**src/logic/pmbcf_pkg.sv**
```systemverilog
// Purpose: Shared constants for the converter configuration command bank
// Assumes: 250 MHz controller clock, 16-bit command data words
// Notes:   Command codes double as register offsets
`default_nettype none
package pmbcf_pkg;
   // Command codes
   localparam logic [7:0] CMD_SCALE = 8'h29;
   localparam logic [7:0] CMD_FREQ = 8'h33;
   localparam logic [7:0] CMD_INPUT_ON = 8'h35;
   localparam logic [7:0] CMD_INPUT_OFF = 8'h36;
   localparam logic [7:0] CMD_SYNC = 8'h37;
   localparam logic [7:0] CMD_OV_LIMIT = 8'h40;
   localparam logic [7:0] CMD_STATUS = 8'h7E;
   // Non-volatile defaults
   localparam logic [15:0] RST_SCALE = 16'hE808;
   localparam logic [15:0] RST_FREQ = 16'h0258;
   localparam logic [15:0] RST_INPUT_ON = 16'hF814;
   localparam logic [15:0] RST_INPUT_OFF = 16'hF812;
   localparam logic [15:0] RST_SYNC = 16'h0100;
   localparam logic [15:0] RST_OV_LIMIT = 16'h0161;
   // Scale factor codes
   localparam logic [15:0] SCALE_1_0 = 16'hE808;
   localparam logic [15:0] SCALE_0_5 = 16'hE804;
   localparam logic [15:0] SCALE_0_25 = 16'hE802;
   localparam logic [15:0] SCALE_0_125 = 16'hE801;
   // Linear-11 field layout and fixed exponents
   localparam int L11_EXP_MSB = 15;
   localparam int L11_EXP_LSB = 11;
   localparam int L11_MAN_MSB = 10;
   localparam int OFM_EXP_MSB = 4;
   localparam logic [4:0] EXP_SCALE = 5'h1D;
   localparam logic [4:0] EXP_FREQ = 5'h00;
   localparam logic [4:0] EXP_VIN = 5'h1F;
   // Value limits
   localparam logic [10:0] FREQ_MIN_KHZ = 11'h12C;
   localparam logic [10:0] FREQ_MAX_KHZ = 11'h5DC;
   localparam logic [10:0] FREQ_STEP_KHZ = 11'h032;
   localparam logic [10:0] VIN_MAN_MIN = 11'h002;
   localparam logic [10:0] VIN_MAN_MAX = 11'h0A0;
   localparam logic [31:0] VIN_MV_PER_LSB = 32'h000001F4;
   localparam logic [31:0] OV_MIN_MV = 32'h0000012C;
   localparam logic [31:0] OV_MAX_MV = 32'h000036B0;
   // Setpoint thresholds for automatic scale choice
   localparam logic [15:0] AUTO_LIM_1_0_MV = 16'h0708;
   localparam logic [15:0] AUTO_LIM_0_5_MV = 16'h0CE4;
   localparam logic [15:0] AUTO_LIM_0_25_MV = 16'h1388;
   // Synchronisation mode codes
   localparam logic [15:0] SYNC_STANDALONE = 16'h0000;
   localparam logic [15:0] SYNC_MASTER = 16'h0100;
   localparam logic [15:0] SYNC_SLAVE_0 = 16'h0120;
   localparam logic [15:0] SYNC_SLAVE_180 = 16'h0121;
   // Clock rate and phase accumulator step per kHz
   localparam longint CLK_KHZ = 250000;
   localparam logic [31:0] PHASE_INC_PER_KHZ = 32'(64'h100000000 / CLK_KHZ);
   localparam logic [31:0] PHASE_HALF = 32'h80000000;
   // Status word bit positions
   localparam int ST_CMD_ERR = 0;
   localparam int ST_CONV_ON = 1;
   localparam int ST_OV_FAULT = 2;
   localparam int ST_FREQ_CMD = 3;
   // Sync modes, Gray coded along standalone-master-slave-slave180
   typedef enum logic [1:0] {
      PMBCF_STANDALONE = 2'h0,
      PMBCF_MASTER = 2'h1,
      PMBCF_SLAVE_0 = 2'h3,
      PMBCF_SLAVE_180 = 2'h2
   } pmbcf_sync_e;
endpackage
`default_nettype wire

```
**src/logic/pmbcf_phase_gen.sv**
```systemverilog
// Purpose: Switching clock generator with phase lock to an external edge
// Assumes: ext_edge_i is a one-cycle pulse already synchronised
// Notes:   Accumulator MSB gives a 50% duty switching clock
`default_nettype none
module pmbcf_phase_gen
   import pmbcf_pkg::*;
#(
   parameter int ACC_W = 32
) (
   input wire logic mclk_i,
   input wire logic srst_i,
   input wire logic ce_i,
   input wire logic [10:0] freq_khz_i,
   input wire logic slave_i,
   input wire logic anti_phase_i,
   input wire logic ext_edge_i,
   output logic sw_clk_o
);
   logic [ACC_W-1:0] acc;
   logic [ACC_W-1:0] step;

   // Step per cycle; frequency resolution is coarse but duty stays exact
   assign step = ACC_W'(freq_khz_i * PHASE_INC_PER_KHZ);

   // Slave re-aligns phase on each external edge, 0 or half a period
   always_ff @(posedge mclk_i) begin
      if (srst_i) begin
         acc <= '0;
      end else if (ce_i) begin
         if (slave_i && ext_edge_i) begin
            acc <= anti_phase_i ? ACC_W'(PHASE_HALF >> (32 - ACC_W)) : '0;
         end else begin
            acc <= acc + step;
         end
      end
   end

   assign sw_clk_o = acc[ACC_W-1];
endmodule
`default_nettype wire

```
**src/logic/pmbcf_bank.sv**
```systemverilog
// Purpose: Configuration command bank for a buck converter controller
// Assumes: Bus transaction layer delivers decoded command code and word
// Notes:   Rejected writes keep old contents and latch a command error
`default_nettype none
module pmbcf_bank
   import pmbcf_pkg::*;
(
   input wire logic mclk_i,
   input wire logic srst_i,
   input wire logic ce_i,
   input wire logic [7:0] cmd_code_i,
   input wire logic wr_en_i,
   input wire logic [15:0] wr_data_i,
   input wire logic rd_en_i,
   input wire logic [7:0] output_format_mode_i,
   input wire logic setpoint_resistor_pin_i,
   input wire logic [15:0] setpoint_mv_i,
   input wire logic [10:0] rt_freq_khz_i,
   input wire logic [31:0] vin_mv_i,
   input wire logic [31:0] vout_mv_i,
   input wire logic vdd_ok_i,
   input wire logic freq_resistor_sync_pin_i,
   output logic freq_resistor_sync_pin_o,
   output logic freq_resistor_sync_pin_oe_o,
   output logic [15:0] rd_data_o,
   output logic rd_valid_o,
   output logic cmd_err_o,
   output logic conv_en_o,
   output logic ov_fault_o,
   output logic sw_clk_o,
   output logic [15:0] output_scale_factor_o
);
   logic [15:0] output_scale_factor;
   logic [15:0] switching_freq_setting;
   logic [15:0] input_turn_on_threshold;
   logic [15:0] input_turn_off_threshold;
   logic [15:0] phase_sync_config;
   logic [15:0] output_overvoltage_limit;
   logic freq_cmd_seen;
   logic wr_ok;
   logic wr_bad;
   logic rd_bad;
   logic [15:0] auto_scale;
   logic [10:0] freq_eff;
   logic [31:0] on_mv;
   logic [31:0] off_mv;
   logic [31:0] ov_mv;
   logic [1:0] sync_ff;
   logic sync_prev;
   logic [1:0] vdd_ff;
   logic [1:0] pin_ff;
   logic ext_edge;
   pmbcf_sync_e mode;

   // Known command test, used by the read path only
   function automatic logic is_known(input logic [7:0] c);
      is_known = (c == CMD_SCALE) || (c == CMD_FREQ) || (c == CMD_INPUT_ON) || (c == CMD_INPUT_OFF)
         || (c == CMD_SYNC) || (c == CMD_OV_LIMIT) || (c == CMD_STATUS);
   endfunction

   // Unsigned word to millivolts using the output format exponent
   function automatic logic [31:0] ulin_to_mv(input logic [15:0] v, input logic [4:0] e);
      logic [31:0] p;
      p = 32'(v) * 32'd1000;
      if (e[4]) begin
         ulin_to_mv = p >> (5'(~e) + 5'h01);
      end else begin
         ulin_to_mv = p << e;
      end
   endfunction

   // Mode from the stored code; stored code is always one of four
   function automatic pmbcf_sync_e sync_mode(input logic [15:0] c);
      case (c)
         SYNC_STANDALONE: sync_mode = PMBCF_STANDALONE;
         SYNC_SLAVE_0: sync_mode = PMBCF_SLAVE_0;
         SYNC_SLAVE_180: sync_mode = PMBCF_SLAVE_180;
         default: sync_mode = PMBCF_MASTER;
      endcase
   endfunction

   // Pin level inputs cross into the clock domain through two flops
   always_ff @(posedge mclk_i) begin
      if (srst_i) begin
         sync_ff <= 2'h0;
         sync_prev <= 1'b0;
         vdd_ff <= 2'h0;
         pin_ff <= 2'h0;
      end else if (ce_i) begin
         sync_ff <= {sync_ff[0], freq_resistor_sync_pin_i};
         sync_prev <= sync_ff[1];
         vdd_ff <= {vdd_ff[0], vdd_ok_i};
         pin_ff <= {pin_ff[0], setpoint_resistor_pin_i};
      end
   end

   assign ext_edge = sync_ff[1] && !sync_prev;
   assign mode = sync_mode(phase_sync_config);

   // Write validation per command
   always_comb begin
      wr_ok = 1'b0;
      case (cmd_code_i)
         CMD_SCALE: begin
            // fixed exponent is part of each accepted code
            // only the four scale codes pass
            wr_ok = (wr_data_i == SCALE_1_0) || (wr_data_i == SCALE_0_5)
               || (wr_data_i == SCALE_0_25) || (wr_data_i == SCALE_0_125);
         end
         CMD_FREQ: begin
            // exponent field sits above the mantissa
            wr_ok = (wr_data_i[L11_EXP_MSB:L11_EXP_LSB] == EXP_FREQ)
               && (wr_data_i[L11_MAN_MSB:0] >= FREQ_MIN_KHZ)
               && (wr_data_i[L11_MAN_MSB:0] <= FREQ_MAX_KHZ)
               && ((wr_data_i[L11_MAN_MSB:0] % FREQ_STEP_KHZ) == 11'h000);
         end
         CMD_INPUT_ON, CMD_INPUT_OFF: begin
            // half-volt steps from 1 V to 80 V
            wr_ok = (wr_data_i[L11_EXP_MSB:L11_EXP_LSB] == EXP_VIN)
               && (wr_data_i[L11_MAN_MSB:0] >= VIN_MAN_MIN)
               && (wr_data_i[L11_MAN_MSB:0] <= VIN_MAN_MAX);
         end
         CMD_SYNC: begin
            wr_ok = (wr_data_i == SYNC_STANDALONE) || (wr_data_i == SYNC_MASTER)
               || (wr_data_i == SYNC_SLAVE_0) || (wr_data_i == SYNC_SLAVE_180);
         end
         CMD_OV_LIMIT: begin
            wr_ok = (ulin_to_mv(wr_data_i, output_format_mode_i[OFM_EXP_MSB:0]) >= OV_MIN_MV)
               && (ulin_to_mv(wr_data_i, output_format_mode_i[OFM_EXP_MSB:0]) <= OV_MAX_MV);
         end
         CMD_STATUS: wr_ok = 1'b1;
         default: wr_ok = 1'b0;
      endcase
   end

   assign wr_bad = wr_en_i && !wr_ok;
   assign rd_bad = rd_en_i && !is_known(cmd_code_i);

   // scale choice from the setpoint voltage in millivolts
   always_comb begin
      if (setpoint_mv_i < AUTO_LIM_1_0_MV) begin
         auto_scale = SCALE_1_0;
      end else if (setpoint_mv_i < AUTO_LIM_0_5_MV) begin
         auto_scale = SCALE_0_5;
      end else if (setpoint_mv_i <= AUTO_LIM_0_25_MV) begin
         auto_scale = SCALE_0_25;
      end else begin
         auto_scale = SCALE_0_125;
      end
   end

   // Scale register; pin setpoint mode overrides host writes
   always_ff @(posedge mclk_i) begin
      if (srst_i) begin
         output_scale_factor <= RST_SCALE;
      end else if (ce_i) begin
         if (pin_ff[1]) begin
            // automatic choice while pin sets output
            output_scale_factor <= auto_scale;
         end else if (wr_en_i && wr_ok && cmd_code_i == CMD_SCALE) begin
            // host keeps scale consistent with setpoint
            output_scale_factor <= wr_data_i;
         end
      end
   end

   // Numeric configuration registers
   always_ff @(posedge mclk_i) begin
      if (srst_i) begin
         switching_freq_setting <= RST_FREQ;
         input_turn_on_threshold <= RST_INPUT_ON;
         input_turn_off_threshold <= RST_INPUT_OFF;
         output_overvoltage_limit <= RST_OV_LIMIT;
      end else if (ce_i && wr_en_i && wr_ok) begin
         case (cmd_code_i)
            CMD_FREQ: switching_freq_setting <= wr_data_i;
            CMD_INPUT_ON: input_turn_on_threshold <= wr_data_i;
            CMD_INPUT_OFF: input_turn_off_threshold <= wr_data_i;
            CMD_OV_LIMIT: output_overvoltage_limit <= wr_data_i;
            default: ;
         endcase
      end
   end

   // Sync mode register
   always_ff @(posedge mclk_i) begin
      if (srst_i) begin
         phase_sync_config <= RST_SYNC;
      end else if (ce_i && wr_en_i && wr_ok && cmd_code_i == CMD_SYNC) begin
         phase_sync_config <= wr_data_i;
      end
   end

   // Frequency source flag; once a command lands the resistor is ignored
   always_ff @(posedge mclk_i) begin
      if (srst_i) begin
         freq_cmd_seen <= 1'b0;
      end else if (ce_i && wr_en_i && wr_ok && cmd_code_i == CMD_FREQ) begin
         // command value takes over in every mode
         freq_cmd_seen <= 1'b1;
      end
   end

   assign freq_eff = freq_cmd_seen ? switching_freq_setting[L11_MAN_MSB:0] : rt_freq_khz_i;

   // Sticky error; a new error in the clearing cycle wins
   always_ff @(posedge mclk_i) begin
      if (srst_i) begin
         cmd_err_o <= 1'b0;
      end else if (ce_i) begin
         // error latched until host clears it
         if (wr_bad || rd_bad) begin
            cmd_err_o <= 1'b1;
         end else if (wr_en_i && cmd_code_i == CMD_STATUS) begin
            cmd_err_o <= 1'b0;
         end
      end
   end

   // Thresholds in millivolts from the half-volt mantissa
   assign on_mv = 32'(input_turn_on_threshold[L11_MAN_MSB:0]) * VIN_MV_PER_LSB;
   assign off_mv = 32'(input_turn_off_threshold[L11_MAN_MSB:0]) * VIN_MV_PER_LSB;
   // output exponent from format mode field
   assign ov_mv = ulin_to_mv(output_overvoltage_limit, output_format_mode_i[OFM_EXP_MSB:0]);

   // Conversion enable with on/off hysteresis
   always_ff @(posedge mclk_i) begin
      if (srst_i) begin
         conv_en_o <= 1'b0;
      end else if (ce_i) begin
         if (!conv_en_o && vin_mv_i >= on_mv) begin
            conv_en_o <= 1'b1;
         end else if (conv_en_o && vin_mv_i <= off_mv) begin
            conv_en_o <= 1'b0;
         end
      end
   end

   // Overvoltage detect; response handling lives elsewhere
   always_ff @(posedge mclk_i) begin
      if (srst_i) begin
         ov_fault_o <= 1'b0;
      end else if (ce_i) begin
         ov_fault_o <= vout_mv_i > ov_mv;
      end
   end

   // slaves phase-lock to the sync pin edge
   pmbcf_phase_gen u_phase (
      .mclk_i(mclk_i),
      .srst_i(srst_i),
      .ce_i(ce_i),
      .freq_khz_i(freq_eff),
      .slave_i(mode == PMBCF_SLAVE_0 || mode == PMBCF_SLAVE_180),
      .anti_phase_i(mode == PMBCF_SLAVE_180),
      .ext_edge_i(ext_edge),
      .sw_clk_o(sw_clk_o)
   );

   // Sync pin drive only in master mode with supply good
   always_ff @(posedge mclk_i) begin
      if (srst_i) begin
         freq_resistor_sync_pin_oe_o <= 1'b0;
      end else if (ce_i) begin
         // master output after internal supply good
         freq_resistor_sync_pin_oe_o <= (mode == PMBCF_MASTER) && vdd_ff[1];
      end
   end

   // Sync out follows the 50% switching clock
   assign freq_resistor_sync_pin_o = sw_clk_o;
   assign output_scale_factor_o = output_scale_factor;

   // Read port, one cycle after the request
   always_ff @(posedge mclk_i) begin
      if (srst_i) begin
         rd_data_o <= 16'h0000;
         rd_valid_o <= 1'b0;
      end else if (ce_i) begin
         rd_valid_o <= rd_en_i;
         if (rd_en_i) begin
            case (cmd_code_i)
               CMD_SCALE: rd_data_o <= output_scale_factor;
               CMD_FREQ: rd_data_o <= switching_freq_setting;
               CMD_INPUT_ON: rd_data_o <= input_turn_on_threshold;
               CMD_INPUT_OFF: rd_data_o <= input_turn_off_threshold;
               CMD_SYNC: rd_data_o <= phase_sync_config;
               CMD_OV_LIMIT: rd_data_o <= output_overvoltage_limit;
               CMD_STATUS: rd_data_o <= 16'(
                  {freq_cmd_seen, ov_fault_o, conv_en_o, cmd_err_o} << ST_CMD_ERR);
               default: rd_data_o <= 16'h0000;
            endcase
         end
      end
   end
endmodule
`default_nettype wire

```
**config.mk**
```make
export PLATFORM = sky130hd
export DESIGN_NAME = pmbcf_bank
export DESIGN_NICKNAME = d
export VERILOG_FILES = /design/src/logic/pmbcf_pkg.sv /design/src/logic/pmbcf_phase_gen.sv /design/src/logic/pmbcf_bank.sv
export SDC_FILE = /design/constraint.sdc
export NUM_CORES = 2
export LEC_CHECK = 0
export BUFFER_PORTS_ARGS = -buffer_cell sky130_fd_sc_hd__buf_2
export CELL_PAD_IN_SITES_DETAIL_PLACEMENT = 0
export CELL_PAD_IN_SITES_GLOBAL_PLACEMENT = 1
export CORE_MARGIN = 2
export CORE_UTILIZATION = 40
export CTS_CLUSTER_SIZE = 28
export DETAILED_ROUTE_END_ITERATION = 6
export GPL_ROUTABILITY_DRIVEN = 0
export HOLD_SLACK_MARGIN = 0.1
export PLACE_DENSITY = 0.72
export REMOVE_ABC_BUFFERS = 1
export SYNTH_ARGS = -nofsm -noshare
export SYNTH_HDL_FRONTEND = slang
export SYNTH_HIERARCHICAL = 1
export SYNTH_SLANG_ARGS = --single-unit
```
**constraint.sdc**
```tcl
create_clock -name mclk_i -period 13.2 [get_ports mclk_i]
set_input_delay 1.32 -clock mclk_i [delete_from_list [all_inputs] [get_ports mclk_i]]
set_output_delay 1.32 -clock mclk_i [all_outputs]
set_load 0.01 [all_outputs]
```
==> metrics <==
Area after DPL 0.0286 sq mm; 1st-pass router iterations 7; CP startpoint output_overvoltage_limit[0]$_SDFFE_PP1P_; die span in x 264 um; Worst EP arrival 10.71 ns; CTS sink cnt 157; PwrDens 143 mW/mm^2; GRT busiest layer met2; switching power 2.17 mW; maxcap violations 0; I/O Buffers 166; Root Driver clkbuf_16; flop-to-flop setup slack 2.79 ns; status finished, final reports clean; Comb power frac between 70% and 80%; Slew headroom 16.0%; fmax 0.0960 GHz; post-route cell area 0.0293 sq mm; top_reg_cell synth dfxtp_1; Hold Path Class flip-flop to flip-flop; Max Slew Vio Count 0; H-tree depth 4; Internal 2.00 mW; drt wl/cell 20.6 um; Post-Synthesis Cells 3229; crit path to ov_fault_o$_SDFFE_PP0P_; DR DRC count 0; antenna violations before repair 1; final setup violation count 0; Clock Skews roughly 0.019 ns; GRT Total Usage 24.3%; Critical R2R Capture ov_fault_o$_SDFFE_PP0P_; Die H 264 um; remaining global-route overflow 0; Routed WL 85700 um; minimum clock period between 10 and 15 ns; most frequent cells in the layout 390 x ha_1, 289 x inv_1, 252 x nand2_1; Reg-to-Reg Start output_overvoltage_limit[0]$_SDFFE_PP1P_; met3 GRT Util 2.35%; Hold Buf Count CTS 0; CTS tree done; Resized Gates After CTS 0; Worst-Margin Slew ~1.3 ns; Post-Syn Area per Cell 8.40 sq um; Antenna Cells 0; clock share of power 12.6%; drt first-iter violations 2152; Final period util 78.9%; vias 24700; share of cells above drive strength 1 roughly 10%; ys async rst share 0%; Final ANT Viol Nets 0; # IOs 170; Die ar. 0.0699 sq mm; Clock Latency Late Sink 0.44 ns; Most common cell on crit path o21ai_0; Post-synth EDFFs 0; total negative slack 0 ns; crit-path max FO 11; largest net degree at the start of global routing between 90 and 100; M1 GR Usage 33.5%; Critical Path End Type flip-flop; yosys warns 6; Finished Core Util 43.6%; Initial Utilization 40.4%; Seq pwr share between 10% and 20%; Critical Path Max Stage Delay between 0.8 and 0.9 ns; NumNets Final slightly above 4000; most common cell after layout, fill and taps aside ha_1; Lkg Pwr between 10 and 15 nW; r2r worst-path depth about 40; sequential area share after synthesis 11.6%; RSZ-0062 raised after global routing false; DP Wirelength between 60000 and 70000 um; synthesis-to-layout area growth 7.97%; setup bufs post-CTS 0; first-pass GRT wire length 137000 um; VDD IR max 137 uV; crit start category flip-flop; final hold vios 0; Sw Ratio 52.1%; DR vias/cell 5.94; critical path class flip-flop to flip-flop; #FFs+latches synth 157; row cnt 95; core region area ~0.067 sq mm; total CTS buffers 17; Critical Path RT 13.50 ns; Netlist cell types 115; met2 usage in global routing 41.0%; Max stage delay cell, worst path dfxtp_1; clock-pin slew on the worst setup and hold paths 0.09 ns; mapped cell area 0.0271 sq mm; clock buffer depth 2; vias in the first global route between 20000 and 25000
[metal layers]
metal,share of wire [%],up-vias
met4,2.4,0
met2,47,801
met3,5.6,136
met5,0,-
met1,45,12100
li1,-,11700
[registers in the layout, summed over array words and instances (netlist names), 2 cells and up]
name / count
vdd_ff: 2
input_turn_off_threshold: 16
phase_sync_config: 16
output_scale_factor_o: 16
output_overvoltage_limit: 16
rd_data_o: 16
input_turn_on_threshold: 16
switching_freq_setting: 16
sync_ff: 2
u_phase/acc: 32
pin_ff: 2
[logic make-up after synthesis]
group,after synthesis,share of synthesized area (%)
flops,157,11.6
simple gates,884,15.7
xor+xnor,97,3.24
buf+inv,453,6.48
compound gates,850,21.4
fa+ha+maj,618,34.8
mux,170,6.77
[cells in the mapped netlist, types with 17 or more instances]
master	number	share of area (%)
xor2_1	28	0.90
inv_1	290	4.0
nor2_1	235	3.3
o31ai_1	27	0.75
a22o_1	17	0.55
xnor2_1	66	2.1
nor3_1	62	1.1
o221ai_1	17	0.55
nand3_1	87	1.6
buf_1	20	0.28
nor4_1	25	0.58
a22oi_1	19	0.53
nor2b_1	24	0.55
nand2_1	252	3.5
nand2b_1	35	0.81
o21ai_0	172	3.2
clkbuf_1	119	1.6
a21oi_1	196	3.6
or3_1	21	0.48
o211ai_1	40	1.1
nand4_1	27	0.62
and2_1	31	0.72
mux2i_1	136	5.0
a31oi_1	53	1.2
dfxtp_1	157	12
mux2_2	26	1.1
o21a_1	27	0.75
a21o_1	44	1.2
ha_1	390	18
a211oi_1	32	0.89
and3_1	17	0.39
fa_1	228	17
[worst min path at each step]
stage	start	endpoint	cells past startpoint
2_1_floorplan	input_turn_on_threshold[15]$_SDFFE_PP1P_	input_turn_on_threshold[15]$_SDFFE_PP1P_	2
3_3_place_gp	input_turn_on_threshold[15]$_SDFFE_PP1P_	input_turn_on_threshold[15]$_SDFFE_PP1P_	2
3_5_place_dp	input_turn_on_threshold[15]$_SDFFE_PP1P_	input_turn_on_threshold[15]$_SDFFE_PP1P_	2
4_1_cts	input_turn_on_threshold[15]$_SDFFE_PP1P_	input_turn_on_threshold[15]$_SDFFE_PP1P_	2
5_1_grt	input_turn_on_threshold[15]$_SDFFE_PP1P_	input_turn_on_threshold[15]$_SDFFE_PP1P_	2
6_report	input_turn_on_threshold[15]$_SDFFE_PP1P_	input_turn_on_threshold[15]$_SDFFE_PP1P_	2
[final cells by class]
type	instances	area, sq um
Fill cell	6687	37900
Multi-Input combinational cell	2619	22300
Sequential cell	157	3140
Inverter	296	1110
Tap cell	873	1090
Timing Repair Buffer	190	1010
Clock buffer	17	425
Clock inverter	15	214
[power groups by stage]
| stage | Clock [mW] | Combinational [mW] | Sequential (mW) |
|---|---|---|---|
| after CTS | 0.534 | 3.09 | 0.531 |
| after global placement | 0 | 3.02 | 0.541 |
| final | 0.525 | 3.12 | 0.530 |
| after global routing | 0.555 | 3.50 | 0.534 |
| after floorplan | 0 | 2.34 | 0.533 |
| after detailed placement | 0 | 3.07 | 0.541 |
[stage by stage]
| stage | setup slack, ns | instances | hold slack [ns] | total power, mW |
|---|---|---|---|---|
| after floorplan | 4.72 | 3072 | 0.408 | 2.88 |
| after global placement | 2.90 | 4135 | 0.420 | 3.56 |
| after detailed placement | 2.72 | 4135 | 0.434 | 3.61 |
| after CTS | 2.80 | 4167 | 0.452 | 4.15 |
| after global routing | 1.79 | 4167 | 0.496 | 4.59 |
| final | 2.79 | 4167 | 0.453 | 4.17 |
[worst max-delay path: cells and delay by family (launching register included)]
kind                       cells  cell delay [ns]
AOI/OAI and AO/OA             24             5.64
adders and majority gates      6             2.67
DFF                            1             0.83
and+or+nand+nor                7             0.60
muxes                          1             0.24
buffers and inverters          2             0.16
xor gates and xnor gates       1             0.14
No activity file was read; power rests on OpenSTA's default activity.
